$ cat config.mk
export PLATFORM = sky130hd
export DESIGN_NAME = pcr_top
export DESIGN_NICKNAME = d
export VERILOG_FILES = /design/src/hw/pcr_pkg.sv /design/src/hw/pcr_top.sv
export SDC_FILE = /design/constraint.sdc
export NUM_CORES = 1
export LEC_CHECK = 0
export BUFFER_PORTS_ARGS = -buffer_cell sky130_fd_sc_hd__clkbuf_2
export CAP_MARGIN = 10
export CELL_PAD_IN_SITES_DETAIL_PLACEMENT = 1
export CELL_PAD_IN_SITES_GLOBAL_PLACEMENT = 1
export CORE_AREA = 2 2 116 118
export DETAILED_ROUTE_END_ITERATION = 16
export DIE_AREA = 0 0 118 120
export PLACE_DENSITY = 0.78
export SLEW_MARGIN = 20
export SYNTH_ARGS = -nofsm -noshare
export SYNTH_HDL_FRONTEND = slang
export SYNTH_SLANG_ARGS = --single-unit
$ cat constraint.sdc
create_clock -name clk_i -period 1.7 [get_ports clk_i]
set_input_delay 0.085 -clock clk_i [delete_from_list [all_inputs] [get_ports clk_i]]
set_output_delay 0.085 -clock clk_i [all_outputs]
set_load 0.1 [all_outputs]
$ cat src/hw/pcr_pkg.sv
// Constants, field layout and reset values of the pad control registers
package pcr_pkg;

   // Pads served by this block and the register stride
   localparam int          PCR_FIRST_PAD    = 2;
   localparam int          PCR_LAST_PAD     = 7;
   localparam int          PCR_NUM_PADS     = PCR_LAST_PAD - PCR_FIRST_PAD + 1;
   localparam int          PCR_PAD0_OFFSET  = 0;
   localparam int          PCR_REG_STRIDE   = 4;
   localparam int          PCR_ADDR_W       = 8;
   localparam int          PCR_DATA_W       = 32;

   // Byte offsets of the registers
   localparam logic [7:0]  PCR_PAD2_CONFIG  = 8'h08;
   localparam logic [7:0]  PCR_PAD3_CONFIG  = 8'h0c;
   localparam logic [7:0]  PCR_PAD4_CONFIG  = 8'h10;
   localparam logic [7:0]  PCR_PAD5_CONFIG  = 8'h14;
   localparam logic [7:0]  PCR_PAD6_CONFIG  = 8'h18;
   localparam logic [7:0]  PCR_PAD7_CONFIG  = 8'h1c;

   // Field positions
   localparam int          PCR_FSEL_LSB     = 0;
   localparam int          PCR_CSRC_LSB     = 3;
   localparam int          PCR_OENL_BIT     = 5;
   localparam int          PCR_PULL_LSB     = 6;
   localparam int          PCR_DRV_LSB      = 8;
   localparam int          PCR_SLEW_BIT     = 10;
   localparam int          PCR_RXEN_BIT     = 11;
   localparam int          PCR_HYST_BIT     = 12;
   localparam int          PCR_BYTE_W       = 8;

   // Implemented bits; bit 2 and bits 31:13 are not stored
   localparam logic [31:0] PCR_IMPL_MASK    = 32'h0000_1ffb;

   // Control source codes
   localparam logic [1:0]  PCR_CSRC_AO      = 2'h0;
   localparam logic [1:0]  PCR_CSRC_PERIPH  = 2'h1;
   localparam logic [1:0]  PCR_CSRC_FABRIC  = 2'h2;

   // Pull mode codes
   localparam logic [1:0]  PCR_PULL_Z       = 2'h0;
   localparam logic [1:0]  PCR_PULL_UP      = 2'h1;
   localparam logic [1:0]  PCR_PULL_DOWN    = 2'h2;
   localparam logic [1:0]  PCR_PULL_KEEP    = 2'h3;

   // Function code that hands pads 5 and 6 to the sensor engine
   localparam logic [1:0]  PCR_FSEL_SENSOR  = 2'h2;
   localparam int          PCR_SENSOR_PAD_A = 5;
   localparam int          PCR_SENSOR_PAD_B = 6;
   localparam int          PCR_PERIPH_PAD   = 6;

   // Field reset values
   localparam logic [1:0]  PCR_FSEL_RST     = 2'h0;
   localparam logic [1:0]  PCR_CSRC_RST     = 2'h0;
   localparam logic [1:0]  PCR_CSRC_RST_P6  = 2'h1;
   localparam logic        PCR_OENL_RST     = 1'b1;
   localparam logic [1:0]  PCR_PULL_RST     = 2'h0;
   localparam logic [1:0]  PCR_DRV_RST      = 2'h1;
   localparam logic        PCR_SLEW_RST     = 1'b0;
   localparam logic        PCR_RXEN_RST     = 1'b0;
   localparam logic        PCR_HYST_RST     = 1'b0;

endpackage : pcr_pkg

$ cat src/hw/pcr_top.sv
// Pad control registers for pads 2 to 7 behind a classic Wishbone slave
`timescale 1ns/100ps
`default_nettype none

// How it works
// RL1: Bits 1:0 pick the pad output function.
// RL2: Bits 4:3 pick the output control source.
// RL3: Pads 5,6 hand control to sensor engine.
// RL4: Bit 5 disables driver when set; resets set.
// RL5: Bits 7:6 pull mode, reset high impedance.
// RL6: Bits 9:8 drive strength code, resets to 4mA.
// RL7: Bit 10 fast slew when set, resets slow.
// RL8: Bit 11 receiver enable, resets disabled.
// RL9: Bit 12 hysteresis input enable, resets disabled.
// RL10: Pad 6 source resets peripheral; fields read-write.
// RL11: One word per pad, pad 0 at zero.
// RL12: Unused bits read zero, writes ignored.
module pcr_top #(
   parameter int NUM_PADS = pcr_pkg::PCR_NUM_PADS,
   parameter int ADDR_W   = pcr_pkg::PCR_ADDR_W
) (
   input  wire logic                       clk_i,
   input  wire logic                       rst_i,
   input  wire logic                       wb_cyc_i,
   input  wire logic                       wb_stb_i,
   input  wire logic                       wb_we_i,
   input  wire logic [ADDR_W-1:0]          wb_adr_i,
   input  wire logic [3:0]                 wb_sel_i,
   input  wire logic [31:0]                wb_dat_i,
   output var  logic [31:0]                wb_dat_o,
   output var  logic                       wb_ack_o,
   output var  logic [NUM_PADS-1:0][1:0]   output_function_select_o,
   output var  logic [NUM_PADS-1:0][1:0]   pad_ctrl_source_o,
   output var  logic [NUM_PADS-1:0]        sensor_processing_engine_o,
   output var  logic [NUM_PADS-1:0]        output_enable_low_o,
   output var  logic [NUM_PADS-1:0][1:0]   pad_pull_mode_o,
   output var  logic [NUM_PADS-1:0][1:0]   pad_drive_strength_o,
   output var  logic [NUM_PADS-1:0]        slew_fast_o,
   output var  logic [NUM_PADS-1:0]        pad_rx_enable_o,
   output var  logic [NUM_PADS-1:0]        hysteresis_enable_o
);
   import pcr_pkg::*;

   // Word index starts above the byte lanes of one register
   localparam int WORD_LSB = $clog2(PCR_REG_STRIDE);
   localparam int IDX_W    = ADDR_W - WORD_LSB;

   // Reset word of one pad register
   function automatic logic [31:0] pcr_reset_word(input int pad);
      logic [31:0] w;
      w = '0;
      w[PCR_FSEL_LSB +: 2] = PCR_FSEL_RST;
      w[PCR_CSRC_LSB +: 2] = (pad == PCR_PERIPH_PAD) ?
                              PCR_CSRC_RST_P6 : PCR_CSRC_RST; // RL10
      w[PCR_OENL_BIT]      = PCR_OENL_RST;  // RL4
      w[PCR_PULL_LSB +: 2] = PCR_PULL_RST;  // RL5
      w[PCR_DRV_LSB +: 2]  = PCR_DRV_RST;   // RL6
      w[PCR_SLEW_BIT]      = PCR_SLEW_RST;  // RL7
      w[PCR_RXEN_BIT]      = PCR_RXEN_RST;  // RL8
      w[PCR_HYST_BIT]      = PCR_HYST_RST;  // RL9
      return w;
   endfunction : pcr_reset_word

   // Merge write data into a word under the byte lanes
   function automatic logic [31:0] pcr_merge(input logic [31:0] old_w,
                                             input logic [31:0] new_w,
                                             input logic [3:0]  sel);
      logic [31:0] m;
      m = old_w;
      for (int b = 0; b < 4; b++) begin
         if (sel[b]) begin
            m[b*PCR_BYTE_W +: PCR_BYTE_W] = new_w[b*PCR_BYTE_W +: PCR_BYTE_W];
         end
      end
      // Unstored bits are cleared so a wide write cannot leave them set
      return m & PCR_IMPL_MASK; // RL12
   endfunction : pcr_merge

   // Whether a pad register hands control to the sensor engine
   function automatic logic pcr_sensor_take(input int pad,
                                            input logic [31:0] w);
      logic capable;
      capable = (pad == PCR_SENSOR_PAD_A) || (pad == PCR_SENSOR_PAD_B);
      return capable && (w[PCR_CSRC_LSB +: 2] == PCR_CSRC_AO) &&
             (w[PCR_FSEL_LSB +: 2] == PCR_FSEL_SENSOR); // RL3
   endfunction : pcr_sensor_take

   logic [NUM_PADS-1:0][31:0] pad_reg_r;
   logic [NUM_PADS-1:0][31:0] pad_reg_nxt;
   logic [NUM_PADS-1:0]       sensor_r;
   logic [NUM_PADS-1:0]       sensor_nxt;
   logic [31:0]               dat_r;
   logic                      ack_r;

   wire  logic [IDX_W-1:0]    word_idx;
   wire  logic                bus_req;
   wire  logic                addr_mapped;
   wire  logic [IDX_W-1:0]    slot;
   wire  logic [31:0]         rd_word;
   wire  logic [NUM_PADS-1:0] wr_hit;
   wire  logic                ack_nxt;

   // Address decode: word index, range check and slot in the array
   assign word_idx    = wb_adr_i[ADDR_W-1:WORD_LSB];  // RL11
   // An ack in flight keeps a held request from being taken twice
   assign bus_req     = wb_cyc_i && wb_stb_i && !ack_r;
   assign addr_mapped = (word_idx >= IDX_W'(PCR_FIRST_PAD)) &&
                        (word_idx <= IDX_W'(PCR_FIRST_PAD + NUM_PADS - 1));
   assign slot        = word_idx - IDX_W'(PCR_FIRST_PAD);  // RL11
   assign rd_word     = addr_mapped ? pad_reg_r[slot] : 32'h0000_0000;
   assign ack_nxt     = bus_req;

   // Write strobes, one per pad register
   genvar g;
   generate
      for (g = 0; g < NUM_PADS; g++) begin : g_hit
         assign wr_hit[g] = bus_req && wb_we_i && addr_mapped &&
                            (slot == IDX_W'(g));
      end
   endgenerate

   // Next register contents and sensor hand-over flags
   always_comb begin
      for (int i = 0; i < NUM_PADS; i++) begin
         pad_reg_nxt[i] = wr_hit[i] ?
                          pcr_merge(pad_reg_r[i], wb_dat_i, wb_sel_i) :
                          pad_reg_r[i]; // RL10
         sensor_nxt[i]  = pcr_sensor_take(i + PCR_FIRST_PAD, pad_reg_nxt[i]);
      end
   end

   // Register storage
   always_ff @(posedge clk_i) begin
      for (int i = 0; i < NUM_PADS; i++) begin
         if (rst_i) begin
            pad_reg_r[i] <= pcr_reset_word(i + PCR_FIRST_PAD);
         end else begin
            pad_reg_r[i] <= pad_reg_nxt[i];
         end
      end
   end

   // Sensor hand-over flag, aligned with the stored register
   // Fed from the next value so the flag never lags the stored word
   always_ff @(posedge clk_i) begin
      if (rst_i) begin
         sensor_r <= '0;
      end else begin
         sensor_r <= sensor_nxt;  // RL3
      end
   end

   // Bus answer: one-cycle ack, read data zero for unmapped words
   always_ff @(posedge clk_i) begin
      if (rst_i) begin
         ack_r <= 1'b0;
         dat_r <= 32'h0000_0000;
      end else begin
         ack_r <= ack_nxt;
         // Read data falls back to zero so no stale word lingers
         dat_r <= (bus_req && !wb_we_i) ? rd_word : 32'h0000_0000; // RL12
      end
   end

   assign wb_ack_o = ack_r;
   assign wb_dat_o = dat_r;

   // Field outputs taken straight from the stored registers
   always_comb begin
      for (int i = 0; i < NUM_PADS; i++) begin
         output_function_select_o[i] = pad_reg_r[i][PCR_FSEL_LSB +: 2]; // RL1
         pad_ctrl_source_o[i]        = pad_reg_r[i][PCR_CSRC_LSB +: 2]; // RL2
         output_enable_low_o[i]      = pad_reg_r[i][PCR_OENL_BIT];      // RL4
         pad_pull_mode_o[i]          = pad_reg_r[i][PCR_PULL_LSB +: 2]; // RL5
         pad_drive_strength_o[i]     = pad_reg_r[i][PCR_DRV_LSB +: 2];  // RL6
         slew_fast_o[i]              = pad_reg_r[i][PCR_SLEW_BIT];      // RL7
         pad_rx_enable_o[i]          = pad_reg_r[i][PCR_RXEN_BIT];      // RL8
         hysteresis_enable_o[i]      = pad_reg_r[i][PCR_HYST_BIT];      // RL9
      end
   end
   assign sensor_processing_engine_o = sensor_r;

   // Bus handshake and unmapped read checks
   chk_ack_single_pulse: assert property (  // RL11
      @(posedge clk_i) disable iff (rst_i)
      wb_ack_o |=> !wb_ack_o)
      else $error("ack held longer than one cycle");

   chk_ack_after_req: assert property (  // RL11
      @(posedge clk_i) disable iff (rst_i)
      (wb_cyc_i && wb_stb_i && !wb_ack_o) |=> wb_ack_o)
      else $error("request not answered in one cycle");

   chk_unmapped_reads_zero: assert property (  // RL12
      @(posedge clk_i) disable iff (rst_i)
      (bus_req && !wb_we_i && !addr_mapped) |=> (wb_dat_o == 32'h0000_0000))
      else $error("unmapped read returned nonzero data");

   // Reset values, seen at the edge after each edge with reset high
   chk_reset_oen_high: assert property (  // RL4
      @(posedge clk_i)
      $past(rst_i) |-> (output_enable_low_o == {NUM_PADS{PCR_OENL_RST}}))
      else $error("output enable low not set after reset");

   chk_reset_drive_code: assert property (  // RL6
      @(posedge clk_i)
      $past(rst_i) |-> (pad_drive_strength_o == {NUM_PADS{PCR_DRV_RST}}))
      else $error("drive strength wrong after reset");

   chk_reset_input_side: assert property (  // RL8
      @(posedge clk_i)
      $past(rst_i) |-> (pad_rx_enable_o == '0 && hysteresis_enable_o == '0
                        && slew_fast_o == '0 && pad_pull_mode_o == '0))
      else $error("input side fields wrong after reset");

   chk_reset_pad6_source: assert property (  // RL10
      @(posedge clk_i)
      $past(rst_i) |->
         (pad_ctrl_source_o[PCR_PERIPH_PAD-PCR_FIRST_PAD] == PCR_CSRC_PERIPH)
         && (pad_ctrl_source_o[0] == PCR_CSRC_AO))
      else $error("control source reset value wrong");

   chk_reset_bus_idle: assert property (  // RL11
      @(posedge clk_i)
      $past(rst_i) |-> (!wb_ack_o && wb_dat_o == 32'h0000_0000))
      else $error("bus answer not idle after reset");

   chk_reset_function_zero: assert property (  // RL1
      @(posedge clk_i)
      $past(rst_i) |-> (output_function_select_o == '0 &&
                        sensor_processing_engine_o == '0))
      else $error("function select or hand-over set after reset");

   // Read data, ack and write decode checks
   chk_dat_idle_zero: assert property (  // RL12
      @(posedge clk_i) disable iff (rst_i)
      !wb_ack_o |-> (wb_dat_o == 32'h0000_0000))
      else $error("read data not zero outside ack");

   chk_ack_needs_req: assert property (  // RL11
      @(posedge clk_i) disable iff (rst_i)
      wb_ack_o |-> $past(wb_cyc_i && wb_stb_i))
      else $error("ack without a request");

   chk_write_ack_dat_zero: assert property (  // RL12
      @(posedge clk_i) disable iff (rst_i)
      (bus_req && wb_we_i) |=> (wb_dat_o == 32'h0000_0000))
      else $error("write answered with nonzero data");

   chk_one_write_hit: assert property (  // RL11
      @(posedge clk_i) disable iff (rst_i)
      $onehot0(wr_hit))
      else $error("write decoded to more than one register");

   chk_unmapped_no_hit: assert property (  // RL12
      @(posedge clk_i) disable iff (rst_i)
      (bus_req && !addr_mapped) |-> (wr_hit == '0))
      else $error("unmapped write hit a register");

   // Per-pad checks on writes, readback, routing and reset source
   generate
      for (g = 0; g < NUM_PADS; g++) begin : g_chk
         chk_low_byte_write: assert property (  // RL1
            @(posedge clk_i) disable iff (rst_i)
            (wr_hit[g] && wb_sel_i[0]) |=>
               (output_function_select_o[g] == $past(wb_dat_i[1:0])) &&
               (pad_ctrl_source_o[g] == $past(wb_dat_i[4:3])) &&
               (pad_pull_mode_o[g] == $past(wb_dat_i[7:6])))
            else $error("low byte write not stored");

         chk_high_byte_write: assert property (  // RL7
            @(posedge clk_i) disable iff (rst_i)
            (wr_hit[g] && wb_sel_i[1]) |=>
               ({hysteresis_enable_o[g], pad_rx_enable_o[g], slew_fast_o[g],
                 pad_drive_strength_o[g]} == $past(wb_dat_i[12:8])))
            else $error("high byte write not stored");

         chk_lane_untouched: assert property (  // RL9
            @(posedge clk_i) disable iff (rst_i)
            (wr_hit[g] && !wb_sel_i[1]) |=>
               $stable(pad_drive_strength_o[g]) && $stable(pad_rx_enable_o[g]))
            else $error("disabled byte lane changed a field");

         chk_unused_bits_zero: assert property (  // RL12
            @(posedge clk_i) disable iff (rst_i)
            (pad_reg_r[g] & ~PCR_IMPL_MASK) == 32'h0000_0000)
            else $error("unused register bits not zero");

         chk_readback_word: assert property (  // RL11
            @(posedge clk_i) disable iff (rst_i)
            (bus_req && !wb_we_i && addr_mapped && slot == IDX_W'(g)) |=>
               (wb_dat_o == pad_reg_r[g]))
            else $error("readback differs from stored word");

         chk_sensor_route: assert property (  // RL3
            @(posedge clk_i) disable iff (rst_i)
            sensor_processing_engine_o[g] ==
               (((g + PCR_FIRST_PAD) == PCR_SENSOR_PAD_A ||
                 (g + PCR_FIRST_PAD) == PCR_SENSOR_PAD_B) &&
                pad_ctrl_source_o[g] == PCR_CSRC_AO &&
                output_function_select_o[g] == PCR_FSEL_SENSOR))
            else $error("sensor engine hand-over wrong");

         chk_fields_hold: assert property (  // RL2
            @(posedge clk_i) disable iff (rst_i)
            !wr_hit[g] |=> $stable(pad_reg_r[g]))
            else $error("register changed without a write");

         chk_pull_keeper: assert property (  // RL5
            @(posedge clk_i) disable iff (rst_i)
            (wr_hit[g] && wb_sel_i[0] &&
             wb_dat_i[PCR_PULL_LSB +: 2] == PCR_PULL_KEEP) |=>
               pad_pull_mode_o[g] == PCR_PULL_KEEP)
            else $error("keeper mode not stored");

         chk_oen_write: assert property (  // RL4
            @(posedge clk_i) disable iff (rst_i)
            (wr_hit[g] && wb_sel_i[0]) |=>
               (output_enable_low_o[g] == $past(wb_dat_i[PCR_OENL_BIT])))
            else $error("output enable low write not stored");

         chk_low_lane_held: assert property (  // RL1
            @(posedge clk_i) disable iff (rst_i)
            (wr_hit[g] && !wb_sel_i[0]) |=>
               $stable(output_function_select_o[g]) &&
               $stable(pad_ctrl_source_o[g]) &&
               $stable(output_enable_low_o[g]) && $stable(pad_pull_mode_o[g]))
            else $error("disabled low lane changed a field");

         chk_slew_hyst_held: assert property (  // RL9
            @(posedge clk_i) disable iff (rst_i)
            (wr_hit[g] && !wb_sel_i[1]) |=>
               $stable(slew_fast_o[g]) && $stable(hysteresis_enable_o[g]))
            else $error("disabled high lane changed slew or hysteresis");

         chk_reset_source: assert property (  // RL10
            @(posedge clk_i)
            $past(rst_i) |-> (pad_ctrl_source_o[g] ==
               ((g + PCR_FIRST_PAD == PCR_PERIPH_PAD) ? PCR_CSRC_RST_P6 :
                                                        PCR_CSRC_RST)))
            else $error("control source reset value wrong for this pad");
      end
   endgenerate

endmodule : pcr_top

`default_nettype wire

Word-level counts from Yosys, hierarchy flattened:

Cells that the tools add are included.

* bits of input ports: 49
* output and inout port bits: 111
* register bits: 111

* equal/unequal tests: 7
* bitwise operators: 2
* reductions and logical operators: 32
* add/sub/neg operators: 1
* $lt $le $gt $ge: 3
* multiplexer cells: 6

Operator list (count)
* $bmux W32 S3: 1
* $mux W32: 1
* $reduce_and A2 Y1: 12
* $mux W5: 4
* $logic_and A1 B1 Y1: 14
* $eq A6 B2 Y1 const B: 2
* $eq A6 B3 Y1 const B: 2
* $eq A6 B1 Y1 const B: 1
* $ge A6 B2 Y1 const B: 1
* $le A6 B3 Y1 const B: 1
* $logic_not A6 Y1: 1
* $lt A6 B4 Y1 const B: 1
* $sub A6 B2 Y6 const B: 1
* $eq A2 B2 Y1 const B: 2
* $logic_not A2 Y1: 2
* $reduce_or A3 Y1: 1
* $logic_not A1 Y1: 2
* $not A1 Y1: 2

Longest topological paths before layout:

* depth after elaboration: 8
* mapped depth: 9
* depth with buffers taken out: 6

Worst setup path before layout:

No wires, ideal clock.

* path type: reg2reg
* start point: reg ack_r, in the netlist wb_ack_o
* end point: reg pad_reg_r (netlist bit pad_drive_strength_o[0])
* path buffers: 1
* required time: 1.628 ns
* setup slack: -0.243 ns
* cell stages (with the launch flop): 6
* data arrival time: 1.872 ns
* clock period less this slack: 1.943 ns
* cell sequence: dfxtp_1 nand3b_1 a21oi_4 and4_1 buf_2 mux2i_1

* longest elaborated chain between the ends: 6

RTL lines
* from (decl): line pcr_top.sv:93 `logic ack_r;`
* from (signal assigned): line pcr_top.sv:159 `ack_r <= ack_nxt;`
* $logic_not A1 Y1: line pcr_top.sv:106 `assign bus_req = wb_cyc_i && wb_stb_i && !ack_r;`
* $logic_and A1 B1 Y1: line pcr_top.sv:106
* $logic_and A1 B1 Y1 (3 in a row): line pcr_top.sv:117 `assign wr_hit[g] = bus_req && wb_we_i && addr_mapped &&`
* $reduce_and A2 Y1 (no line)
* to (signal, indexed assignment): line pcr_top.sv:136 `pad_reg_r[i] <= pcr_reset_word(i + PCR_FIRST_PAD);`
* to (signal, indexed assignment): line pcr_top.sv:138 `pad_reg_r[i] <= pad_reg_nxt[i];`
* to (decl): line pcr_top.sv:88 `logic [NUM_PADS-1:0][31:0] pad_reg_r;`

Every way passes these cells.
A chain may end at the register's enable or synchronous reset.

Final worst setup path:

* start point: reg ack_r, in the netlist wb_ack_o
* end point: reg pad_reg_r (netlist bit hysteresis_enable_o[5])

The elaborated chain is that of the path after synthesis.

==> metrics.md <==
| Metric | Value |
|---|---|
| Outcome | finished clean |
| Post-DR wirelength/cell | 18.46 µm |
| FF/Latch Area | 1745 µm² |
| Combinational share of power | 12.3% |
| Die height | 120 µm |
| Hold path endpoint | output_enable_low_o[2] |
| TritonCTS clock tree | done |
| Layout cells sized above 1 | 37.06% |
| Post-CTS Setup Bufs | 0 |
| Peak fanout along the critical path | 5 |
| Post-DR vias/cell | 4.848 |
| Sw frac | 27.68% |
| Slew headroom | 62.09% |
| Max-Cap Viols | 0 |
| Tcrit/Tclk final | 93.76% |
| Clk_skew | 0.008527 ns |
| Clock power share | 42.0% |
| Area leader, netlist | dfxtp_1 |
| Seq cells post-synth | 87 |
| First-pass GRT wire length | 20.00 mm |
| Count of final hold-check violations | 0 |
| Final-layout fill cell count | 1503 |
| Leak Pwr | 2.631 nW |
| Avg Cell Area, Syn | 10.84 µm² |
| Via Count | 3326 |
| Max clock buf depth | 2 |
| Finished layout cell area | 5278 µm² |
| Sequential area share after synthesis | 41.84% |
| Routed WL | 12.66 mm |
| Dpl cells | 671 |
| Reg2Reg Depth | 5 |
| DPL Wire Length | 9.566 mm |
| Core Area | 12980 µm² |
| Hold Buf Count CTS | 1 |
| Vias in the first global route | 3491 |
| Multi-input combinational cell area | 2236 µm² |
| P_sw | 1.234 mW |
| GRT overflow | 0 |
| ANT nets after route | 0 |
| Max IR drop VDD | 0.3812 mV |
| # rows | 42 |
| Hold Path Class | primary input to register |
| CP endpoint kind | register |
| Layout area overhead | 26.78% |
| Post-synth top flop | dfxtp_1 |
| Yosys top cell area share | 41.84% |
| Clock latency on the worst-skew pair | 0.34 ns |
| Hold_sp | wb_dat_i[5] |
| Ranking of synthesized cells by area | dfxtp_1 (42%), mux2i_1 (18%), nand2b_1 (8.1%), mux4_2 (6.5%), buf_4 (4.9%) |
| Number of CTS-inserted buffers | 9 |
| Slew @ Worst Pin | 0.5710 ns |
| PostCTS Resize Cnt | 0 |
| Ports | 160 |
| Seq pwr share | 45.8% |
| H-tree lvl count | 3 |
| FFs w/ async S/R, synth | 0% |
| Overall routing resource usage | 18.17% |
| GP Congestion | 0.7822 |
| DR pass1 iterations | 6 |
| Power Dens Cells | 844.3 nW/µm² |
| Warnings, synthesis | 0 |
| Number of buffer cells added on primary ports | 111 |
| Max Slew Vio Count | 0 |
| F_max | 627.4 MHz |
| DR DRC count | 0 |
| Non-Filler Instances | 686 |
| Reg2reg setup slack | 0.11 ns |
| Critical R2R Capture | hysteresis_enable_o[5] |
| Die Footprint | 14160 µm² |
| Count leader, synth | dfxtp_1 |
| Final setup viols | 0 |
| Hold depth | 3 |
| TritonCTS Sinks | 87 |
| WP data arrival | 1.84 ns |
| RSZ-0062 raised after global routing | no |
| Launching point of the worst reg2reg path | wb_ack_o |
| Ant. Diodes | 0 |
| DR iter-0 viols | 147 |
| Placed Instance Area | 4995 µm² |
| Fin crit period | 1.594 ns |
| Netlist Area Pre-Place | 4163 µm² |
| EDFF count, synth | 0 |
| Synth top cells by count | dfxtp_1 (87), mux2i_1 (73), nand2b_1 (54) |
| Nets | 558 |
| Int Pwr | 3.222 mW |
| Clk slew on worst S/H paths | 0.06 ns |
| Initial Util | 32.07% |
| Crit start category | register |
| Clk root buf | clkbuf_16 |
| Final setup TNS | 0 ns |
| Distinct cells, synth | 34 |
| Post-Synthesis Cells | 384 |
| Antenna violations before repair | 0 |
| Req. time, crit path | 1.95 ns |
| Die X | 118 µm |
| Largest net degree at the start of global routing | 56 |
| Critical path class | register to register |
power by group through the flow:
stage                     registers (mW)  logic, mW  clock network [mW]
after global routing                2.04      0.576                1.99
after detailed placement            2.09      0.542                   0
final                               2.04      0.546                1.87
after global placement              2.09      0.531                   0
after CTS                           2.04      0.547                1.91
after floorplan                     2.10      0.451                   0
cells by family after synthesis:
logic type / synth area share (%)
multiplexers: 27.29
flip-flops: 41.84
AND/OR/NAND/NOR: 19.90
other: 0.09008
buffers and inverters: 7.033
adder cells (fa/ha/maj): 0.6010
AO/OA/AOI/OAI: 3.246
registers in the layout, indices dropped and copies added (netlist names):
name                        count
hysteresis_enable_o             6
output_enable_low_o             6
output_function_select_o       12
pad_ctrl_source_o              12
pad_drive_strength_o           12
pad_pull_mode_o                12
pad_rx_enable_o                 6
sensor_processing_engine_o      2
slew_fast_o                     6
wb_ack_o                        1
wb_dat_o                       12
layout make-up:
class	instances	area share, %
Clock buffer	12	4.860
Clock inverter	2	0.3082
Inverter	2	0.1422
Multi-Input combinational cell	271	42.37
Sequential cell	87	33.07
Tap cell	176	4.173
Timing Repair Buffer	136	15.08
metal layers:
layer  track usage (%)  part of all wire [%]  wire length [µm]
met1             23.22                    44              5551
met5                 0                     0                 0
met4             6.551                   1.6               208
met2             30.60                    50              6272
met3             3.470                   5.0               628
stage by stage:
| stage | power [mW] | hold slack, ns | util [%] | setup slack [ns] |
|---|---|---|---|---|
| after floorplan | 2.548 | 0.2143 | - | -0.01307 |
| after global placement | 2.616 | 0.3428 | 38.48 | 0.03159 |
| after CTS | 4.493 | 0.006817 | 40.66 | 0.1161 |
| final | 4.456 | 0.02446 | 40.66 | 0.1060 |
| after global routing | 4.602 | 0.03497 | 40.66 | 0.04475 |
| after detailed placement | 2.628 | 0.3533 | 38.48 | -0.03057 |
worst max-delay path, stage by stage (launching register included):
cell and delay [ns]:
dfxtp_4 0.34, nand3b_1 0.22, a21oi_4 0.20, buf_4 0.17, nand4_2 0.26, mux2i_1 0.30
layout by cell type (no fill, tap or decap), types with 2 or more instances in the layout:
master     synthesis  layout
and3b_1            3       3
or4_1              2       2
clkbuf_2           0     111
buf_4             27      20
and3_1             2       2
buf_12             0       4
mux4_2            12      12
mux2_2            12      12
nand4_1            2       2
clkbuf_16          0       9
a22oi_1           12      12
clkbuf_8           0       2
nand2b_1          54      54
nor2_1            47      47
nor4b_2            2       2
inv_1              2       2
dfxtp_1           87      86
conb_1             1      24
and4_1             2       2
nand4_2            5       4
nand3_1            2       2
mux2i_1           73      73
nand4_4            3       4
nor3_2             2       2
worst max path at each step:
stage                      startpoint                             to  depth (start not counted)
after global routing         wb_ack_o         hysteresis_enable_o[5]                          5
after floorplan           wb_adr_i[3]         output_enable_low_o[2]                          9
after global placement    wb_adr_i[3]             pad_rx_enable_o[3]                          9
after CTS                    wb_ack_o         hysteresis_enable_o[5]                          5
after detailed placement  wb_adr_i[3]  sensor_processing_engine_o[3]                          7
final                        wb_ack_o         hysteresis_enable_o[5]                          5
(Power assumes the default switching activity.)
